<file path="config.mk">
export PLATFORM = sky130hd
export DESIGN_NAME = mscif_top
export DESIGN_NICKNAME = d
export VERILOG_FILES = /design/src/rtl/mscif_pkg.sv /design/src/rtl/mscif_sync.sv /design/src/rtl/mscif_top.sv
export SDC_FILE = /design/constraint.sdc
export NUM_CORES = 1
export LEC_CHECK = 0
export ABC_AREA = 1
export ABC_CLOCK_PERIOD_IN_PS = 2300
export BUFFER_PORTS_ARGS = -buffer_cell sky130_fd_sc_hd__buf_2
export CORE_ASPECT_RATIO = 1.2
export CORE_MARGIN = 5
export CORE_UTILIZATION = 35
export CTS_BUF_LIST = sky130_fd_sc_hd__clkbuf_8
export DETAILED_ROUTE_END_ITERATION = 12
export GPL_ROUTABILITY_DRIVEN = 0
export GPL_TIMING_DRIVEN = 0
export PLACE_DENSITY = 0.51
export SYNTH_ARGS = -nofsm -noshare
export SYNTH_HDL_FRONTEND = slang
export SYNTH_SLANG_ARGS = --single-unit
</file>
<file path="constraint.sdc">
create_clock -name mclk -period 2.3 [get_ports mclk]
set_input_delay 0.115 -clock mclk [delete_from_list [all_inputs] [get_ports mclk]]
set_output_delay 0.115 -clock mclk [all_outputs]
set_load 0.01 [all_outputs]
</file>
<file path="src/rtl/mscif_pkg.sv">
// Package for the mux switch control interface.
// Assumes a single 250 MHz core clock domain; all pins arrive asynchronous.
package mscif_pkg;
  localparam int unsigned SHIFT_BITS  = 4;
  localparam int unsigned NUM_INPUTS  = 8;
  localparam int unsigned SYNC_STAGES = 2;
  // Control word field positions, first bit in time is the low one
  localparam int unsigned SEL_LOW_POS  = 0;
  localparam int unsigned SEL_MID_POS  = 1;
  localparam int unsigned SEL_HIGH_POS = 2;
  localparam int unsigned DISABLE_POS  = 3;
  // Power-on values
  localparam logic [2:0] SEL_RESET     = 3'h0;
  localparam logic       DISABLE_RESET = 1'h1;
  localparam logic       ALLOW_RESET   = 1'h0;
  localparam logic [3:0] SHIFT_RESET   = 4'h0;
  localparam logic [7:0] SWITCH_OPEN   = 8'h00;
endpackage : mscif_pkg

</file>
<file path="src/rtl/mscif_sync.sv">
// Two-flop synchroniser for a bundle of asynchronous pins.
// Assumes the pins are quasi-static relative to mclk or edge-detected downstream.
`timescale 1ns/1ps
`default_nettype none
module mscif_sync #(
  parameter int unsigned W = 1
) (
  // Clock and reset
  input  wire logic         mclk,
  input  wire logic         rstn,
  // Pins in, synchronised out
  input  wire logic [W-1:0] async_in,
  output var  logic [W-1:0] sync_out
);
  typedef struct packed {
    logic [W-1:0] meta;
    logic [W-1:0] stable;
  } mscif_sync_t;

  mscif_sync_t s_q;
  mscif_sync_t s_d;

  // First stage feeds only the second stage
  always_comb begin
    s_d        = s_q;
    s_d.meta   = async_in;
    s_d.stable = s_q.meta;
  end

  always_ff @(posedge mclk or negedge rstn) begin
    if (!rstn) begin
      s_q <= '0;
    end else begin
      s_q <= s_d;
    end
  end

  assign sync_out = s_q.stable;
endmodule : mscif_sync
`default_nettype wire

</file>
<file path="src/rtl/mscif_top.sv">
// Digital control front end of a dual analog multiplexer.
// Assumes every pin is asynchronous to mclk; shift clock is sampled, not used as a clock.
`timescale 1ns/1ps
`default_nettype none
module mscif_top (
  // Clock and reset
  input  wire logic       mclk,
  input  wire logic       rstn,
  // Host pins
  input  wire logic       interface_select,
  input  wire logic       clear_n,
  input  wire logic       transparent_latch_n,
  input  wire logic       select_bit_high,
  input  wire logic       select_bit_mid,
  input  wire logic       select_bit_low_in,
  input  wire logic       channel_allow,
  input  wire logic       pair_mode,
  // Cascade output shares the low select pin
  output logic            select_bit_low_out,
  output logic            select_bit_low_oe_n,
  // Switch closures: bits 0..3 to first common terminal, 4..7 to second
  output logic [7:0]      switch_closed,
  output logic [2:0]      latched_select,
  output logic            latched_disable
);
  //////////////////////////////////////////////////////////////////////////////
  // Pin synchronisers
  localparam int unsigned NPIN = 8;
  logic [NPIN-1:0] pins_s;

  mscif_sync #(.W(NPIN)) u_sync (
    .mclk     (mclk),
    .rstn     (rstn),
    .async_in ({interface_select, clear_n, transparent_latch_n, select_bit_high,
                select_bit_mid, select_bit_low_in, channel_allow, pair_mode}),
    .sync_out (pins_s)
  );

  logic ser_s, clr_n_s, le_n_s, sclk_s, din_s, a0_s, allow_s, pair_s;
  assign {ser_s, clr_n_s, le_n_s, sclk_s, din_s, a0_s, allow_s, pair_s} = pins_s;
  // In serial mode the high select pin is the shift clock, mid is data,
  // and the latch enable pin is the chip select

  //////////////////////////////////////////////////////////////////////////////
  // State
  typedef struct packed {
    logic [3:0] shift;
    logic       sclk_prev;
    logic       cs_prev;
    logic [2:0] sel;
    logic       dis;
    logic       allow;
    logic       dout;
    logic [7:0] sw;
  } mscif_state_t;

  mscif_state_t st_q;
  mscif_state_t st_d;
  logic [7:0]   dec;

  // Next state first, then the decoder from the new latch word in the same pass
  always_comb begin
    dec            = mscif_pkg::SWITCH_OPEN;
    st_d           = st_q;
    st_d.sclk_prev = sclk_s;
    st_d.cs_prev   = le_n_s;
    if (!clr_n_s) begin
      st_d.shift = mscif_pkg::SHIFT_RESET;
      st_d.sel   = mscif_pkg::SEL_RESET;
      st_d.dis   = mscif_pkg::DISABLE_RESET;
      st_d.allow = mscif_pkg::ALLOW_RESET;
      st_d.dout  = 1'b0;
      // Sync flops clear low; idle high here keeps a false select rise away
      st_d.cs_prev = 1'b1;
    end else if (ser_s) begin
      // Shift only while selected; new bit enters stage 0
      if (!le_n_s && sclk_s && !st_q.sclk_prev) begin
        st_d.shift = {st_q.shift[2:0], din_s};
        // Cascade shows the new fourth stage, so a chained part sees 4 bits
        st_d.dout  = st_q.shift[2];
      end
      // Last bit in time lands in the disable position
      if (le_n_s && !st_q.cs_prev) begin
        st_d.sel[0] = st_q.shift[mscif_pkg::SEL_LOW_POS + 3];
        st_d.sel[1] = st_q.shift[mscif_pkg::SEL_MID_POS + 1];
        st_d.sel[2] = st_q.shift[mscif_pkg::SEL_HIGH_POS - 1];
        st_d.dis    = st_q.shift[mscif_pkg::DISABLE_POS - 3];
        st_d.allow  = 1'b1;
      end
    end else begin
      if (!le_n_s) begin
        st_d.sel   = {sclk_s, din_s, a0_s};
        st_d.dis   = 1'b0;
        st_d.allow = allow_s;
      end
    end
    // Pair mode read live, never stored
    if (!st_d.dis) begin
      if (pair_s) begin
        dec[{1'b0, st_d.sel[1:0]}] = 1'b1;
        dec[{1'b1, st_d.sel[1:0]}] = 1'b1;
      end else begin
        dec[st_d.sel] = 1'b1;
      end
    end
    // Serial: live allow pin overrides; parallel: latched allow
    if (ser_s ? !allow_s : !st_d.allow) begin
      dec = mscif_pkg::SWITCH_OPEN;
    end
    st_d.sw = dec;
  end

  always_ff @(posedge mclk or negedge rstn) begin
    if (!rstn) begin
      st_q.shift     <= mscif_pkg::SHIFT_RESET;
      st_q.sclk_prev <= 1'b0;
      st_q.cs_prev   <= 1'b1;
      st_q.sel       <= mscif_pkg::SEL_RESET;
      st_q.dis       <= mscif_pkg::DISABLE_RESET;
      st_q.allow     <= mscif_pkg::ALLOW_RESET;
      st_q.dout      <= 1'b0;
      st_q.sw        <= mscif_pkg::SWITCH_OPEN;
    end else begin
      st_q <= st_d;
    end
  end

  //////////////////////////////////////////////////////////////////////////////
  // Outputs
  assign select_bit_low_out  = st_q.dout;
  assign select_bit_low_oe_n = ~ser_s;
  assign switch_closed       = st_q.sw;
  assign latched_select      = st_q.sel;
  assign latched_disable     = st_q.dis;

  //////////////////////////////////////////////////////////////////////////////
  // Checks
  chk_reset_opens_all: assert property (@(posedge mclk) disable iff (!rstn)
    !clr_n_s |=> (st_q.sw == 8'h00) && st_q.dis && (st_q.sel == 3'h0))
    else $error("clear did not open switches");
  chk_dis_opens: assert property (@(posedge mclk) disable iff (!rstn)
    st_q.dis |-> st_q.sw == 8'h00)
    else $error("disable left a switch closed");
  chk_shift_on_edge: assert property (@(posedge mclk) disable iff (!rstn)
    (clr_n_s && ser_s && !le_n_s && sclk_s && !st_q.sclk_prev)
      |=> st_q.shift == {$past(st_q.shift[2:0]), $past(din_s)})
    else $error("shift register missed a bit");
  chk_cascade_stage: assert property (@(posedge mclk) disable iff (!rstn)
    st_q.dout == st_q.shift[3])
    else $error("cascade is not the last stage");
  // Qualify by the clear seen when the change was made, not the one now
  chk_dout_only_on_edge: assert property (@(posedge mclk) disable iff (!rstn)
    $changed(st_q.dout) && $past(clr_n_s) |-> $past(sclk_s) && !$past(st_q.sclk_prev))
    else $error("cascade output moved without clock");
  // First bit in time sits in the last stage when select rises
  chk_load_on_cs: assert property (@(posedge mclk) disable iff (!rstn)
    (clr_n_s && ser_s && le_n_s && !st_q.cs_prev)
      |=> {st_q.sel[0], st_q.sel[1], st_q.sel[2], st_q.dis} == $past(st_q.shift))
    else $error("latch load mismatch");
  chk_hold_no_cs: assert property (@(posedge mclk) disable iff (!rstn)
    (clr_n_s && ser_s && !(le_n_s && !st_q.cs_prev)) |=> $stable(st_q.sel))
    else $error("latch changed without select rise");
  chk_allow_low: assert property (@(posedge mclk) disable iff (!rstn)
    (ser_s && !allow_s) |=> st_q.sw == 8'h00)
    else $error("allow low left a switch closed");
  chk_par_latch: assert property (@(posedge mclk) disable iff (!rstn)
    (clr_n_s && !ser_s && !le_n_s) |=> st_q.sel == $past({sclk_s, din_s, a0_s}))
    else $error("transparent latch failed");
  chk_par_hold: assert property (@(posedge mclk) disable iff (!rstn)
    (clr_n_s && !ser_s && le_n_s) |=> $stable(st_q.sel))
    else $error("held latch changed");
  chk_oe_par: assert property (@(posedge mclk) disable iff (!rstn)
    !ser_s |-> select_bit_low_oe_n)
    else $error("cascade driven in parallel mode");
  chk_par_idle: assert property (@(posedge mclk) disable iff (!rstn)
    (clr_n_s && !ser_s) |=> $stable(st_q.shift) && $stable(st_q.dout))
    else $error("shifter moved in parallel mode");
  chk_one_hot: assert property (@(posedge mclk) disable iff (!rstn)
    (!st_d.dis && !pair_s && (ser_s ? allow_s : st_d.allow)) |=> $onehot(st_q.sw))
    else $error("single mode not one-hot");
  cov_serial_load: cover property (@(posedge mclk) ser_s && le_n_s && !st_q.cs_prev);
  cov_pair_mode:   cover property (@(posedge mclk) pair_s && st_q.sw != 8'h00);
  cov_parallel:    cover property (@(posedge mclk) !ser_s && st_q.sw != 8'h00);
endmodule : mscif_top
`default_nettype wire

</file>
==> results.cfg, run 1 <==
[status]
status = complete, no violations

[clock_tree]
cts_max_path_buffers = 2
hold_buffers = 9
cts-resized-gates = 0
numCtsBuffers = 5
cts.sinks = 35
htreeDepth = 2
clock_latency_ps = 280
cts_tree = yes
clock-root-buffer = clkbuf_8
cts.reportedPaths.clkPinSlew_ps = 70
postCtsSetupBuffers = 0

[power]
p_leak_nw = 0.973
ir_worst_vdd_mv = 0.703
powerDensity_nw_per_um2 = 751
p_total_mw = 1.33

[detailed_routing]
wire_per_inst_um = 10.2
ant_nets = 0
via_per_inst = 4.23
vias = 1003
drt-total-wl_um = 2420
drtIter0Drc = 11
drc = 0
first_pass_iters = 5

[sta]
clock.fmax_mhz = 656
setup_viol = 0
fin_setup_tns_ps = 0
skew_ps = 8.63
slew_viol_final = 0
rsz0062_at_grt = no
period_needed_ps = 1520
fin_crit_sh_pct = 66.2
hold_viol_final = 0
worst_pin_slew_ps = 739
slew_headroom_pct = 50.8

[cells_and_area]
area.growth.synth_to_final_pct = 28.2
layout.nets = 192
antenna_cells = 0
final_cell_mix = dfrtp_1 (33), nand2_1 (32), buf_2 (24), nor2_1 (21), inv_1 (14)
final_common_cell = dfrtp_1
drive_above_1_share_pct = 29.0

[yosys]
netlist_instances = 143
syn_nets = 153
syn_avg_cell_area_um2 = 9.69
synth_area_um2 = 1390
yosysWarnings = 0
ys_types = 18
yosysSeqAreaShare_pct = 63.4
synth-seq-cells = 35

[global_routing]
grt_util_all_layers_pct = 11.0
grt_overflow = 0
grt_max_degree = 36
grt_first_pass_wirelength_um = 4290
grt_pass1_vias = 1004
antenna_found_initial = 0

[min_path]
hp-class = register to register

[die]
die_area_um2 = 5320
die_y_um = 78.9
start_util_pct = 35.7
die_width_um = 67.5
core_area_um2 = 3880
fp-row-count = 25
io_pins = 24

[worst_setup_path]
cp-end-kind = register
worstSetupPathType = register to register
crit_chain = inv_1, nand2_1, inv_1, nand2_1, nand3_1, nand2_1, inv_1, nor2_1, nor2_1
cp-start-kind = register
cpPeakStageDelay_ps = 520
crit_required_ps = 2460
slowest_stage = dfstp_2
cp_max_fo = 5
arrival_ps = 1690

[placement]
dpl.hpwl_um = 1700
io_buffer_count = 23

[job]
maxCapViolations = 0
-- metal layers --
layer / routed length, um / track usage (%) / vias to the layer above
met3: 146 / 4.67 / 13
met5: 0 / 0 / -
li1: - / - / 505
met4: 95 / 6.49 / 0
met1: 977 / 11.8 / 449
met2: 1200 / 17.7 / 36
-- stage by stage --
| step | area (um^2) | hold slack (ps) | std cells | utilization [%] | setup slack, ps |
|---|---|---|---|---|---|
| 6_report | 1780 | 338 | 237 | 45.8 | 777 |
| 3_3_place_gp | 1570 | 211 | 220 | 40.5 | 775 |
| 2_1_floorplan | 1390 | -181 | 143 | - | 994 |
| 5_1_grt | 1780 | 352 | 237 | 45.8 | 642 |
| 4_1_cts | 1780 | 344 | 237 | 45.8 | 746 |
| 3_5_place_dp | 1570 | 224 | 220 | 40.5 | 762 |
-- cells in the mapped netlist --
library cell,instances,area [um^2]
nand2_1,32,120
nor2_1,21,78.8
buf_4,12,90.1
dfrtp_1,33,826
dfstp_2,2,52.6
o21ai_0,2,10.0
inv_2,1,3.75
nor2_2,2,12.5
nand3b_1,1,7.51
buf_2,1,5.00
inv_1,14,52.6
a31oi_1,2,12.5
a21oi_1,4,20.0
a21boi_0,1,7.51
a211oi_1,1,7.51
nand3_1,10,50.1
buf_6,1,11.3
nand2_2,3,18.8
-- critical path: cells and delay by family (launching register included) --
family,cells,cell delay [ps]
AND/OR/NAND/NOR,6,680
flip-flops,1,520
buffers and inverters,3,210
-- power breakdown --
group / switching, mW / internal, mW / total (mW)
sequential: 0.0136 / 0.644 / 0.657
clock: 0.212 / 0.350 / 0.562
combinational: 0.0650 / 0.0497 / 0.115
-- worst paths after layout --
path / startpoint / end / slack, ps / cells past startpoint
max: st_q[14] / switch_closed[7] / 780 / 9
max reg2reg: st_q[14] / switch_closed[7] / 780 / 9
min in group asynchronous: rstn / u_sync.s_d[0] / 430 / 2
min reg2reg: u_sync.s_d[3] / u_sync.sync_out[3] / 340 / 0
max in group asynchronous: rstn / u_sync.s_d[6] / 1400 / 2
min: u_sync.s_d[3] / u_sync.sync_out[3] / 340 / 0
-- logic make-up (layout without fill, tap and decap cells) --
logic type      after synthesis  count (layout)  synth area share, %
compound gates               10              10                 4.15
buf+inv                      29              69                 11.7
flops                        35              35                 63.4
simple gates                 69              69                 20.8
-- registers in the layout, indices dropped and copies added (netlist names) --
name             flops
u_sync.s_d           8
st_q                 7
u_sync.sync_out      8
switch_closed        8
latched_select       3
latched_disable      1
-- area by class of cell --
class / count / area (um^2)
multi-input cells: 79 / 345
well taps: 54 / 67.6
clock inverters: 2 / 35.0
inverters: 15 / 56.3
plain buffers: 14 / 106
fillers: 397 / 2100
flip-flops and latches: 35 / 878
clock buffers: 6 / 82.6
repair buffers: 32 / 205
(Power assumes the default switching activity.)
==> run 2: changes to the inputs <==
--- a/config.mk
+++ b/config.mk
@@ -6,7 +6,7 @@
 export NUM_CORES = 1
 export LEC_CHECK = 0
 export ABC_AREA = 1
-export ABC_CLOCK_PERIOD_IN_PS = 2300
+export ABC_CLOCK_PERIOD_IN_PS = 1250
 export BUFFER_PORTS_ARGS = -buffer_cell sky130_fd_sc_hd__buf_2
 export CORE_ASPECT_RATIO = 1.2
 export CORE_MARGIN = 5
@@ -15,7 +15,7 @@
 export DETAILED_ROUTE_END_ITERATION = 12
 export GPL_ROUTABILITY_DRIVEN = 0
 export GPL_TIMING_DRIVEN = 0
-export PLACE_DENSITY = 0.51
+export PLACE_DENSITY = 0.53
 export SYNTH_ARGS = -nofsm -noshare
 export SYNTH_HDL_FRONTEND = slang
 export SYNTH_SLANG_ARGS = --single-unit
==> constraint.sdc (replaced) <==
create_clock -name mclk -period 1.25 [get_ports mclk]
set_input_delay 0.0625 -clock mclk [delete_from_list [all_inputs] [get_ports mclk]]
set_output_delay 0.0625 -clock mclk [all_outputs]
set_load 0.01 [all_outputs]
==> run 2 against run 1 <==
Against the previous run: the run now ends with negative setup slack left; global-route usage fell by 0.24 points; largest power group unchanged; wire length rose by 5.2%; final cell count grew 2.5%; critical path depth stayed put; maximum frequency grew 14%; hold slack about the same.
==> results.cfg, run 2 (synthesized netlist as in run 1, its figures left out) <==
[worst_setup_path]
crit_chain = buf_4, nand2_4, inv_2, nand2_1, nand3_1, nand2_2, inv_2, nor2_4, nor2_1
slowest_stage = dfrtp_2
cp-end-kind = register
worstSetupPathType = register to register
cp-start-kind = register
crit_required_ps = 1420
timing.critical_path.mode_cell = inv_2
arrival_ps = 1500
cp_max_fo = 5
cpPeakStageDelay_ps = 440

[global_routing]
grt_use_met1_pct = 12.0
grt_util_all_layers_pct = 10.8
antenna_found_initial = 0
grt_busiest_layer = met2
grt_max_degree = 36
grt_util_met2_pct = 17.8
met3_usage_pct = 4.24
grt_overflow = 0
grt_first_pass_wirelength_um = 4270
grt_pass1_vias = 949

[detailed_routing]
wire_per_inst_um = 10.5
via_per_inst = 4.20
drc = 0
vias = 1020
first_pass_iters = 4
drt-total-wl_um = 2540
ant_nets = 0
drtIter0Drc = 23

[sta]
worst_pin_slew_ps = 735
setup_ws_ps = -85.2
clock.fmax_mhz = 749
fin_crit_sh_pct = 107
rsz0062_at_grt = yes
skew_ps = 9.14
hold_viol_final = 0
period_needed_ps = 1340
whs_ps = 338
slew_headroom_pct = 51.0
fin_setup_tns_ps = -565
slew_viol_final = 0
setup_viol = 8

[status]
violations = negative setup slack
status = finished with violations

[die]
die_width_um = 67.5
start_util_pct = 35.7
fp-row-count = 25
core_area_um2 = 3880
die_area_um2 = 5320
die_y_um = 78.9
io_pins = 24

[cells_and_area]
final_common_cell = dfrtp_1
final_cell_mix = dfrtp_1 (32), buf_2 (24), nand2_1 (22), buf_4 (16)
layout.nets = 198
fillers = 381
drive_above_1_share_pct = 45.5
area.growth.synth_to_final_pct = 37.5
antenna_cells = 0
layout.cells.non_filler = 243

[power]
p_total_mw = 2.34
ir_worst_vdd_mv = 0.649
powerDensity_nw_per_um2 = 1230
p_leak_nw = 1.01

[clock_tree]
clock_latency_ps = 280
numCtsBuffers = 5
htreeDepth = 2
cts_tree = yes
cts_max_path_buffers = 2
cts.sinks = 35
cts.reportedPaths.clkPinSlew_ps = 70
clock-root-buffer = clkbuf_8

[min_path]
hp-class = register to register

[placement]
io_buffer_count = 23
placedCellCount = 220
dpl.hpwl_um = 1690

[job]
maxCapViolations = 0
==> run 2: changes by cell type in the layout (fill, tap and decap cells not counted), moves of 4 or more <==
cell / delta
nor2_1: -10
nor2_4: +4
inv_1: -4
inv_2: +4
buf_4: +4
nor2_2: +6
nand2_1: -10
nand2_2: +8
==> run 2: final cells by class <==
class	count	area, um^2	share of cell area, %
clock inverters	1	3.75	0.197
multi-input cells	79	435	22.8
clock buffers	7	96.3	5.06
repair buffers	38	258	13.5
inverters	15	58.8	3.09
well taps	54	67.6	3.55
plain buffers	14	106	5.58
flip-flops and latches	35	880	46.2
==> run 2: path summary, 6_finish.rpt <==
| kind | startpoint | endpoint | slack [ps] | cells after the start |
|---|---|---|---|---|
| worst max-delay path | u_sync.sync_out[5] | switch_closed[6] | -90 | 9 |
| worst min-delay path | u_sync.s_d[3] | u_sync.sync_out[3] | 340 | 0 |
| worst max register to register | u_sync.sync_out[5] | switch_closed[6] | -90 | 9 |
| worst min register to register | u_sync.s_d[3] | u_sync.sync_out[3] | 340 | 0 |
| max in group asynchronous | rstn | u_sync.sync_out[5] | 360 | 2 |
| min in group asynchronous | rstn | latched_select[1] | 370 | 2 |
==> run 2: what timing repair did <==
| item | CTS | global route |
|---|---|---|
| resized for setup | 13 | 23 |
| buffers inserted | 4 | 1 |
| hold endpoints to repair | 41 | 0 |
| hold buffers | 9 | 0 |
| cloned | 0 | 1 |
| setup endpoints to repair | 8 | 13 |
| pin swaps | 11 | 18 |
==> run 2: per-layer routing <==
metal | up-vias | wire (um)
met5 | - | 0
met4 | 0 | 38
met3 | 5 | 134
met2 | 25 | 1330
met1 | 476 | 1040
li1 | 514 | -
==> run 2: where the power goes <==
| group | internal [mW] | total, mW | switching (mW) |
|---|---|---|---|
| registers | 1.18 | 1.21 | 0.0283 |
| logic | 0.119 | 0.266 | 0.147 |
| clock network | 0.494 | 0.860 | 0.366 |
| total | 1.80 | 2.34 | 0.542 |
==> run 2: worst max-delay path, delay by kind of cell (launching register included) <==
| family | cells | cell delay, ps |
|---|---|---|
| DFF | 1 | 440 |
| buffers and inverters | 3 | 250 |
| and+or+nand+nor | 6 | 520 |
==> run 2: through the flow <==
step / area, um^2 / setup slack [ps] / utilization, %
after floorplan: 1390 / 26.8 / -
after global placement: 1570 / -131 / 40.6
after detailed placement: 1570 / -154 / 40.6
after CTS: 1830 / -57.6 / 47.1
after global routing: 1910 / -152 / 49.1
final: 1910 / -85.2 / 49.1
